--- config.mk ---
export PLATFORM = sky130hd
export DESIGN_NAME = pamx_top
export DESIGN_NICKNAME = d
export VERILOG_FILES = /design/src/design/pamx_pkg.sv /design/src/design/pamx_top.sv
export SDC_FILE = /design/constraint.sdc
export NUM_CORES = 1
export LEC_CHECK = 0
export BUFFER_PORTS_ARGS = -buffer_cell sky130_fd_sc_hd__buf_2
export CORE_MARGIN = 3
export CORE_UTILIZATION = 52
export CTS_CLUSTER_DIAMETER = 80
export DETAILED_ROUTE_END_ITERATION = 8
export PLACE_DENSITY = 0.86
export SLEW_MARGIN = 20
export SYNTH_ARGS = -nofsm -noshare
export SYNTH_HDL_FRONTEND = slang
export SYNTH_SLANG_ARGS = --single-unit
--- constraint.sdc ---
create_clock -name clk -period 2.6 [get_ports clk]
set_input_delay 0.52 -clock clk [delete_from_list [all_inputs] [get_ports clk]]
set_output_delay 0.52 -clock clk [all_outputs]
set_load 0.02 [all_outputs]
--- src/design/pamx_pkg.sv ---
// Constants, register map and carrier types for the port A alternate-function mux.
// Assumes a single system clock and an AHB-Lite register bus with 32-bit data.
//
// What this block does
// Crystal enabled: bits 0 and 1 drop GPIO settings and are released to the crystal.
// Larger packages take the external clock from port B bit 3 when selected.
// Bit 1 pairs: 00 timer0 out, 01 reserved, 10 clock in, 11 analog.
// Bit 0 pairs: 00 timer0 in, 11 timer0 inverted out; 01 and 10 reserved.
// Bit 2 pairs: 00 UART driver enable, 01 reset in, 10 timer1 out; 11 reserved.
// Bit 3 pairs: 00 UART clear-to-send, 01 comparator out, 10 timer1 in, 11 analog.
// Bit 4: 00 UART receive, 11 analog; bit 5: 00 transmit, 01 inverted timer1, 11 analog.
// Software enables a pin's alternate path besides writing its select pair.
// Reserved select pairs connect nothing and leave the pin under GPIO settings.
// All select pairs read 00 after reset.
package pamx_pkg;

	// ==============================
	// Register byte addresses
	localparam logic [7:0] PAMX_GPIO_OUT_ADDR = 8'h00;
	localparam logic [7:0] PAMX_GPIO_DIR_ADDR = 8'h04;
	localparam logic [7:0] PAMX_ALT_EN_ADDR = 8'h08;
	localparam logic [7:0] PAMX_SEL_FIRST_ADDR = 8'h0C;
	localparam logic [7:0] PAMX_SEL_SECOND_ADDR = 8'h10;
	localparam logic [7:0] PAMX_OSC_CTL_ADDR = 8'h14;
	localparam logic [7:0] PAMX_PIN_IN_ADDR = 8'h18;
	localparam logic [7:0] PAMX_RSV_STAT_ADDR = 8'h1C;

	// ==============================
	// Field positions and reset values
	localparam int PAMX_NPINS = 6;
	localparam int PAMX_OSC_XTAL_EN = 0;
	localparam int PAMX_OSC_EXT_SEL = 1;
	localparam int PAMX_OSC_LARGE_PKG = 2;
	localparam int PAMX_OSC_PB3_EXT_CLOCK_INPUT = 3;
	localparam int PAMX_OSC_W = 4;
	localparam logic [5:0] PAMX_PINS_RST = 6'h00;
	localparam logic [3:0] PAMX_OSC_RST = 4'h0;
	localparam logic [1:0] PAMX_HTRANS_NONSEQ = 2'h2;

	// ==============================
	// Select pair codes {first, second}
	localparam logic [1:0] PAMX_SEL_00 = 2'h0;
	localparam logic [1:0] PAMX_SEL_01 = 2'h1;
	localparam logic [1:0] PAMX_SEL_10 = 2'h2;
	localparam logic [1:0] PAMX_SEL_11 = 2'h3;

	// ==============================
	// Carriers
	typedef struct packed {
		logic timer0_output;
		logic timer1_output;
		logic uart_driver_enable;
		logic uart_transmit_line;
		logic comparator_output;
	} pamx_from_periph_t;

	typedef struct packed {
		logic timer0_input;
		logic timer1_input;
		logic uart_receive_line;
		logic uart_clear_to_send;
		logic ext_reset_n;
		logic ext_clock_input;
	} pamx_to_periph_t;

	localparam pamx_to_periph_t PAMX_TO_PERIPH_IDLE = '{1'b0, 1'b0, 1'b1, 1'b1, 1'b1, 1'b0};

endpackage

--- src/design/pamx_top.sv ---
// Port A alternate-function mux with AHB-Lite register slave.
// Assumes pin and peripheral inputs are synchronous to clk; pin wires resolved outside.
`timescale 1ns/1ns
module pamx_top
	import pamx_pkg::*;
(
	// Clock and reset
	input wire logic clk,
	input wire logic reset,
	// AHB-Lite slave
	input wire logic hsel,
	input wire logic [31:0] haddr,
	input wire logic [1:0] htrans,
	input wire logic hwrite,
	input wire logic [2:0] hsize,
	input wire logic [31:0] hwdata,
	input wire logic hready,
	output logic hreadyout,
	output logic hresp,
	output logic [31:0] hrdata,
	// Port A pins
	input wire logic [5:0] pin_in,
	output logic [5:0] pin_out,
	output logic [5:0] pin_oe_n,
	// Port B bit 3 input
	input wire logic portb_bit3,
	// Peripherals
	input wire pamx_from_periph_t from_periph,
	output pamx_to_periph_t to_periph,
	output logic [5:0] analog_connect,
	output logic xtal_connect
);

	// ==============================
	// Registers
	logic [5:0] gpio_out_ff, nxt_gpio_out;
	logic [5:0] gpio_dir_ff, nxt_gpio_dir;
	logic [5:0] alt_en_ff, nxt_alt_en;
	logic [5:0] alt_select_first_ff, nxt_alt_select_first;
	logic [5:0] alt_select_second_ff, nxt_alt_select_second;
	logic [3:0] osc_ff, nxt_osc;
	logic [5:0] rsv_ff, nxt_rsv;
	logic wr_pend_ff, nxt_wr_pend;
	logic [7:0] wr_addr_ff, nxt_wr_addr;
	logic [31:0] hrdata_ff, nxt_hrdata;
	logic hreadyout_ff;
	logic hresp_ff;
	logic addr_ok;
	logic take;

	assign take = hsel && hready && htrans == PAMX_HTRANS_NONSEQ;
	assign addr_ok = haddr[31:8] == 24'h000000;

	always_comb begin
		nxt_wr_pend = take && hwrite && addr_ok;
		nxt_wr_addr = wr_pend_ff ? wr_addr_ff : 8'h00;
		if (take) begin
			nxt_wr_addr = haddr[7:0];
		end
		nxt_gpio_out = gpio_out_ff;
		nxt_gpio_dir = gpio_dir_ff;
		nxt_alt_en = alt_en_ff;
		nxt_alt_select_first = alt_select_first_ff;
		nxt_alt_select_second = alt_select_second_ff;
		nxt_osc = osc_ff;
		if (wr_pend_ff) begin
			case (wr_addr_ff)
				PAMX_GPIO_OUT_ADDR: nxt_gpio_out = hwdata[5:0];
				PAMX_GPIO_DIR_ADDR: nxt_gpio_dir = hwdata[5:0];
				PAMX_ALT_EN_ADDR: nxt_alt_en = hwdata[5:0];
				PAMX_SEL_FIRST_ADDR: nxt_alt_select_first = hwdata[5:0];
				PAMX_SEL_SECOND_ADDR: nxt_alt_select_second = hwdata[5:0];
				PAMX_OSC_CTL_ADDR: nxt_osc = hwdata[3:0];
				default: nxt_osc = osc_ff;
			endcase
		end
		nxt_hrdata = hrdata_ff;
		if (take && !hwrite) begin
			nxt_hrdata = 32'h00000000;
			if (addr_ok) begin
				case (haddr[7:0])
					PAMX_GPIO_OUT_ADDR: nxt_hrdata = {26'h0000000, gpio_out_ff};
					PAMX_GPIO_DIR_ADDR: nxt_hrdata = {26'h0000000, gpio_dir_ff};
					PAMX_ALT_EN_ADDR: nxt_hrdata = {26'h0000000, alt_en_ff};
					PAMX_SEL_FIRST_ADDR: nxt_hrdata = {26'h0000000, alt_select_first_ff};
					PAMX_SEL_SECOND_ADDR: nxt_hrdata = {26'h0000000, alt_select_second_ff};
					PAMX_OSC_CTL_ADDR: nxt_hrdata = {28'h0000000, osc_ff};
					PAMX_PIN_IN_ADDR: nxt_hrdata = {26'h0000000, pin_in};
					PAMX_RSV_STAT_ADDR: nxt_hrdata = {26'h0000000, rsv_ff};
					default: nxt_hrdata = 32'h00000000;
				endcase
			end
		end
	end

	always_ff @(posedge clk) begin
		if (reset) begin
			gpio_out_ff <= PAMX_PINS_RST;
			gpio_dir_ff <= PAMX_PINS_RST;
			alt_en_ff <= PAMX_PINS_RST;
			alt_select_first_ff <= PAMX_PINS_RST;
			alt_select_second_ff <= PAMX_PINS_RST;
			osc_ff <= PAMX_OSC_RST;
			wr_pend_ff <= 1'b0;
			wr_addr_ff <= 8'h00;
			hrdata_ff <= 32'h00000000;
			hreadyout_ff <= 1'b1;
			hresp_ff <= 1'b0;
		end else begin
			gpio_out_ff <= nxt_gpio_out;
			gpio_dir_ff <= nxt_gpio_dir;
			alt_en_ff <= nxt_alt_en;
			alt_select_first_ff <= nxt_alt_select_first;
			alt_select_second_ff <= nxt_alt_select_second;
			osc_ff <= nxt_osc;
			wr_pend_ff <= nxt_wr_pend;
			wr_addr_ff <= nxt_wr_addr;
			hrdata_ff <= nxt_hrdata;
			hreadyout_ff <= 1'b1;
			hresp_ff <= 1'b0;
		end
	end

	assign hreadyout = hreadyout_ff;
	assign hresp = hresp_ff;
	assign hrdata = hrdata_ff;

	// ==============================
	// Pin routing
	logic [5:0] out_ff, nxt_out;
	logic [5:0] oe_n_ff, nxt_oe_n;
	logic [5:0] analog_ff, nxt_analog;
	logic xtal_ff, nxt_xtal;
	pamx_to_periph_t to_periph_ff, nxt_to_periph;
	logic [1:0] code [6];
	logic pa1_clk;
	logic xtal_on;

	assign xtal_on = osc_ff[PAMX_OSC_XTAL_EN];

	always_comb begin
		for (int i = 0; i < PAMX_NPINS; i++) begin
			code[i] = {alt_select_first_ff[i], alt_select_second_ff[i]};
		end
		nxt_out = gpio_out_ff;
		nxt_oe_n = ~gpio_dir_ff;
		nxt_analog = 6'h00;
		nxt_rsv = 6'h00;
		nxt_to_periph = PAMX_TO_PERIPH_IDLE;
		pa1_clk = 1'b0;
		// Pin 0
		if (alt_en_ff[0]) begin
			case (code[0])
				PAMX_SEL_00: begin
					nxt_oe_n[0] = 1'b1;
					nxt_to_periph.timer0_input = pin_in[0];
				end
				PAMX_SEL_11: begin
					nxt_oe_n[0] = 1'b0;
					nxt_out[0] = ~from_periph.timer0_output;
				end
				default: nxt_rsv[0] = 1'b1;
			endcase
		end
		// Pin 1
		if (alt_en_ff[1]) begin
			case (code[1])
				PAMX_SEL_00: begin
					nxt_oe_n[1] = 1'b0;
					nxt_out[1] = from_periph.timer0_output;
				end
				PAMX_SEL_10: begin
					nxt_oe_n[1] = 1'b1;
					pa1_clk = 1'b1;
				end
				PAMX_SEL_11: begin
					nxt_oe_n[1] = 1'b1;
					nxt_analog[1] = 1'b1;
				end
				default: nxt_rsv[1] = 1'b1;
			endcase
		end
		// Pin 2
		if (alt_en_ff[2]) begin
			case (code[2])
				PAMX_SEL_00: begin
					nxt_oe_n[2] = 1'b0;
					nxt_out[2] = from_periph.uart_driver_enable;
				end
				PAMX_SEL_01: begin
					nxt_oe_n[2] = 1'b1;
					nxt_to_periph.ext_reset_n = pin_in[2];
				end
				PAMX_SEL_10: begin
					nxt_oe_n[2] = 1'b0;
					nxt_out[2] = from_periph.timer1_output;
				end
				default: nxt_rsv[2] = 1'b1;
			endcase
		end
		// Pin 3
		if (alt_en_ff[3]) begin
			case (code[3])
				PAMX_SEL_00: begin
					nxt_oe_n[3] = 1'b1;
					nxt_to_periph.uart_clear_to_send = pin_in[3];
				end
				PAMX_SEL_01: begin
					nxt_oe_n[3] = 1'b0;
					nxt_out[3] = from_periph.comparator_output;
				end
				PAMX_SEL_10: begin
					nxt_oe_n[3] = 1'b1;
					nxt_to_periph.timer1_input = pin_in[3];
				end
				default: begin
					nxt_oe_n[3] = 1'b1;
					nxt_analog[3] = 1'b1;
				end
			endcase
		end
		// Pin 4
		if (alt_en_ff[4]) begin
			case (code[4])
				PAMX_SEL_00: begin
					nxt_oe_n[4] = 1'b1;
					nxt_to_periph.uart_receive_line = pin_in[4];
				end
				PAMX_SEL_11: begin
					nxt_oe_n[4] = 1'b1;
					nxt_analog[4] = 1'b1;
				end
				default: nxt_rsv[4] = 1'b1;
			endcase
		end
		// Pin 5
		if (alt_en_ff[5]) begin
			case (code[5])
				PAMX_SEL_00: begin
					nxt_oe_n[5] = 1'b0;
					nxt_out[5] = from_periph.uart_transmit_line;
				end
				PAMX_SEL_01: begin
					nxt_oe_n[5] = 1'b0;
					nxt_out[5] = ~from_periph.timer1_output;
				end
				PAMX_SEL_11: begin
					nxt_oe_n[5] = 1'b1;
					nxt_analog[5] = 1'b1;
				end
				default: nxt_rsv[5] = 1'b1;
			endcase
		end
		// Crystal owns pins 0 and 1
		nxt_xtal = xtal_on;
		if (xtal_on) begin
			nxt_oe_n[1:0] = 2'h3;
			nxt_out[1:0] = 2'h0;
			nxt_analog[1:0] = 2'h0;
			nxt_to_periph.timer0_input = 1'b0;
			pa1_clk = 1'b0;
		end
		// External clock source
		if (osc_ff[PAMX_OSC_EXT_SEL]) begin
			if (osc_ff[PAMX_OSC_LARGE_PKG]) begin
				nxt_to_periph.ext_clock_input = osc_ff[PAMX_OSC_PB3_EXT_CLOCK_INPUT] & portb_bit3;
			end else begin
				nxt_to_periph.ext_clock_input = pa1_clk & pin_in[1];
			end
		end
	end

	always_ff @(posedge clk) begin
		if (reset) begin
			out_ff <= PAMX_PINS_RST;
			oe_n_ff <= 6'h3F;
			analog_ff <= PAMX_PINS_RST;
			xtal_ff <= 1'b0;
			rsv_ff <= PAMX_PINS_RST;
			to_periph_ff <= PAMX_TO_PERIPH_IDLE;
		end else begin
			out_ff <= nxt_out;
			oe_n_ff <= nxt_oe_n;
			analog_ff <= nxt_analog;
			xtal_ff <= nxt_xtal;
			rsv_ff <= nxt_rsv;
			to_periph_ff <= nxt_to_periph;
		end
	end

	assign pin_out = out_ff;
	assign pin_oe_n = oe_n_ff;
	assign analog_connect = analog_ff;
	assign xtal_connect = xtal_ff;
	assign to_periph = to_periph_ff;
endmodule

==> out/metrics.yaml <==
status: "finished clean"
fillCellCount: 515
post-route-period-util_pct: 68.9
drt_pass1_iterations: 4
yosys.area.top_type_share_pct: 44.2
critical_path.cell_chain: "buf_2, mux4_1, mux2_2, a22o_1"
fp.coreArea_mm2: 0.00642
drive_above_1_share_pct: 27.2
synthSimpleGateAreaFrac_pct: 19.3
drc_errors: 0
grt_pass1_wl_mm: 11.8
via_per_inst: 5.47
die-area_mm2: 0.00773
finalHoldViolCount: 0
fmax_ghz: 0.558
syn_inst: 334
cts.sinks: 77
period_needed_ns: 1.79
grt_start_max_net_pins: 53
diodes: 0
insertion_delay_ns: 0.34
synth_edf_count: 0
setup_tns_ns: 0
synth_xor_area_share_pct: 0
yosysSeqAreaShare_pct: 44.2
hp-class: "input pin to flop"
synth-main-ff-cell: "dfxtp_1"
die_h_um: 87.9
postCtsHoldBufs: 0
max_cap_violations: 0
drv_slew: 0
synth_top_family_by_area: "simple AND/OR/NAND/NOR gates"
numCtsBuffers: 9
nets: 505
rsz0062_at_grt: "no"
track_usage_pct: 19.9
start_util_pct: 54.3
io_pins: 145
rows: 29
finalNonFillerCells: 496
critPathMaxFanout: 18
post-dp-hpwl_mm: 5.48
path_clk_slew_ns: 0.08
clock_path_buffers: 2
final_area_mm2: 0.00408
synth_fa_ha_area_share_pct: 1.43
muxShareOfSynthArea_pct: 19.1
routed_wl_mm: 7.63
area_delta_synth_final_pct: 16.9
syn_avg_cell_area_um2: 10.4
worstSetupPathType: "input pin to flop"
async_flop_share_pct: 0
worst-path-buf-inv: 1
slowest_stage: "mux4_1"
endpoint_kind: "flop"
grt.overflow.total: 0
post-route-util_pct: 63.5
worst_path_largest_cell_delay_ns: 0.64
max_slew_margin_pct: 44.9
crit_required_ns: 2.84
cts_setup_buffers: 0
critical_path_arrival_ns: 2.03
post_cts_resized: 0
wire_per_inst_um: 15.4
synthTopCellsByCount: "dfxtp_1, nor2_1, mux2i_1, buf_4, a22o_1"
synth_top_area_cell: "dfxtp_1"
ys_top_cells_by_area: "dfxtp_1, mux2i_1, buf_4"
cts_tree: "built"
root_buffer: "clkbuf_8"
synth.most_common_cell: "dfxtp_1"
placed_area_mm2: 0.00383
antenna_found_initial: 0
place_congestion: 0.811
power_density_mw_per_mm2: 596
cp-start-kind: "input pin"
drt_iter0_markers: 154
finalSetupViolCount: 0
ys_ff_latch: 77
cpLargestDelayFamily: "multiplexers"
yosys_warnings: 0
synth.distinct_cells: 42
cts_max_level: 3
final_antenna_net_count: 0
synth_compound_area_share_pct: 6.63
vias: 2712
syn_area_mm2: 0.00349
irDropWorstVdd_uv: 218
io_buffers: 85
grt_pass1_vias: 2527
p_leak_nw: 1.94
worst_slew_pin_slew_ns: 0.825
dp.cells: 481
dieWidth_um: 87.9
finalClockSkew_ns: 0.00792
where the power goes:
part | switching [mW] | internal (mW)
registers | 0.00172 | 1.18
clock network | 0.416 | 0.683
logic | 0.100 | 0.0507
total | 0.518 | 1.91
cells by family (layout without fill, tap and decap cells):
logic type,count (synthesis),count (layout)
AO/OA/AOI/OAI,31,31
adder cells (fa/ha/maj),4,4
buffers and inverters,51,108
flip-flops,77,77
multiplexers,53,53
other,2,30
AND/OR/NAND/NOR,116,116
flip-flops by register name, summed over array words and instances, names as in the netlist:
register and cells:
osc_ff 4, wr_pend_ff 1, alt_select_first_ff 6, alt_select_second_ff 6, xtal_connect 1, gpio_dir_ff 6, gpio_out_ff 6, analog_connect 4
wr_addr_ff 8, pin_out 6, pin_oe_n 6, hrdata 6, rsv_ff 5, alt_en_ff 6, to_periph 6
worst paths after layout:
path                  startpoint             end  slack, ns  depth (start not counted)
setup / recovery        haddr[3]       hrdata[0]       0.81                          4
hold / removal         pin_in[4]    to_periph[3]       0.39                          2
setup reg to reg   wr_addr_ff[0]  gpio_out_ff[2]       0.89                          4
hold reg to reg   gpio_dir_ff[4]     pin_oe_n[4]       0.45                          1
per-stage QoR:
stage	power (mW)	setup WS, ns	hold WS, ns
after floorplan	1.33	0.877	0.391
after CTS	2.44	0.842	0.384
after global placement	1.35	0.537	0.408
after detailed placement	1.36	0.491	0.443
after global routing	2.51	0.768	0.396
final	2.43	0.808	0.392
per-layer routing:
metal | GRT usage, % | up-vias | routed length (µm)
li1 | - | 1299 | -
met1 | 23.6 | 1292 | 3240
met2 | 34.0 | 104 | 3650
met3 | 4.99 | 17 | 571
met4 | 8.93 | 0 | 170
met5 | 0 | - | 0
cells in the final DEF (no fill, tap or decap), types with 7 or more instances in the layout:
master	count
buf_2	85
dfxtp_1	77
nor2_1	42
mux2i_1	40
conb_1	30
a22o_1	13
clkbuf_8	11
nor4_1	10
nand2_1	10
nor2b_1	9
mux4_1	8
inv_1	7
a21oi_1	7
layout make-up:
| type | instances | area (µm²) | area share (%) |
|---|---|---|---|
| clock buffers | 11 | 151 | 3.71 |
| clock inverters | 4 | 95.1 | 2.33 |
| inverters | 7 | 26.3 | 0.644 |
| multi-input cells | 234 | 1740 | 42.5 |
| flip-flops and latches | 77 | 1540 | 37.8 |
| well taps | 77 | 96.3 | 2.36 |
| repair buffers | 86 | 433 | 10.6 |
Note: power is estimated with default switching activity, not from simulation.
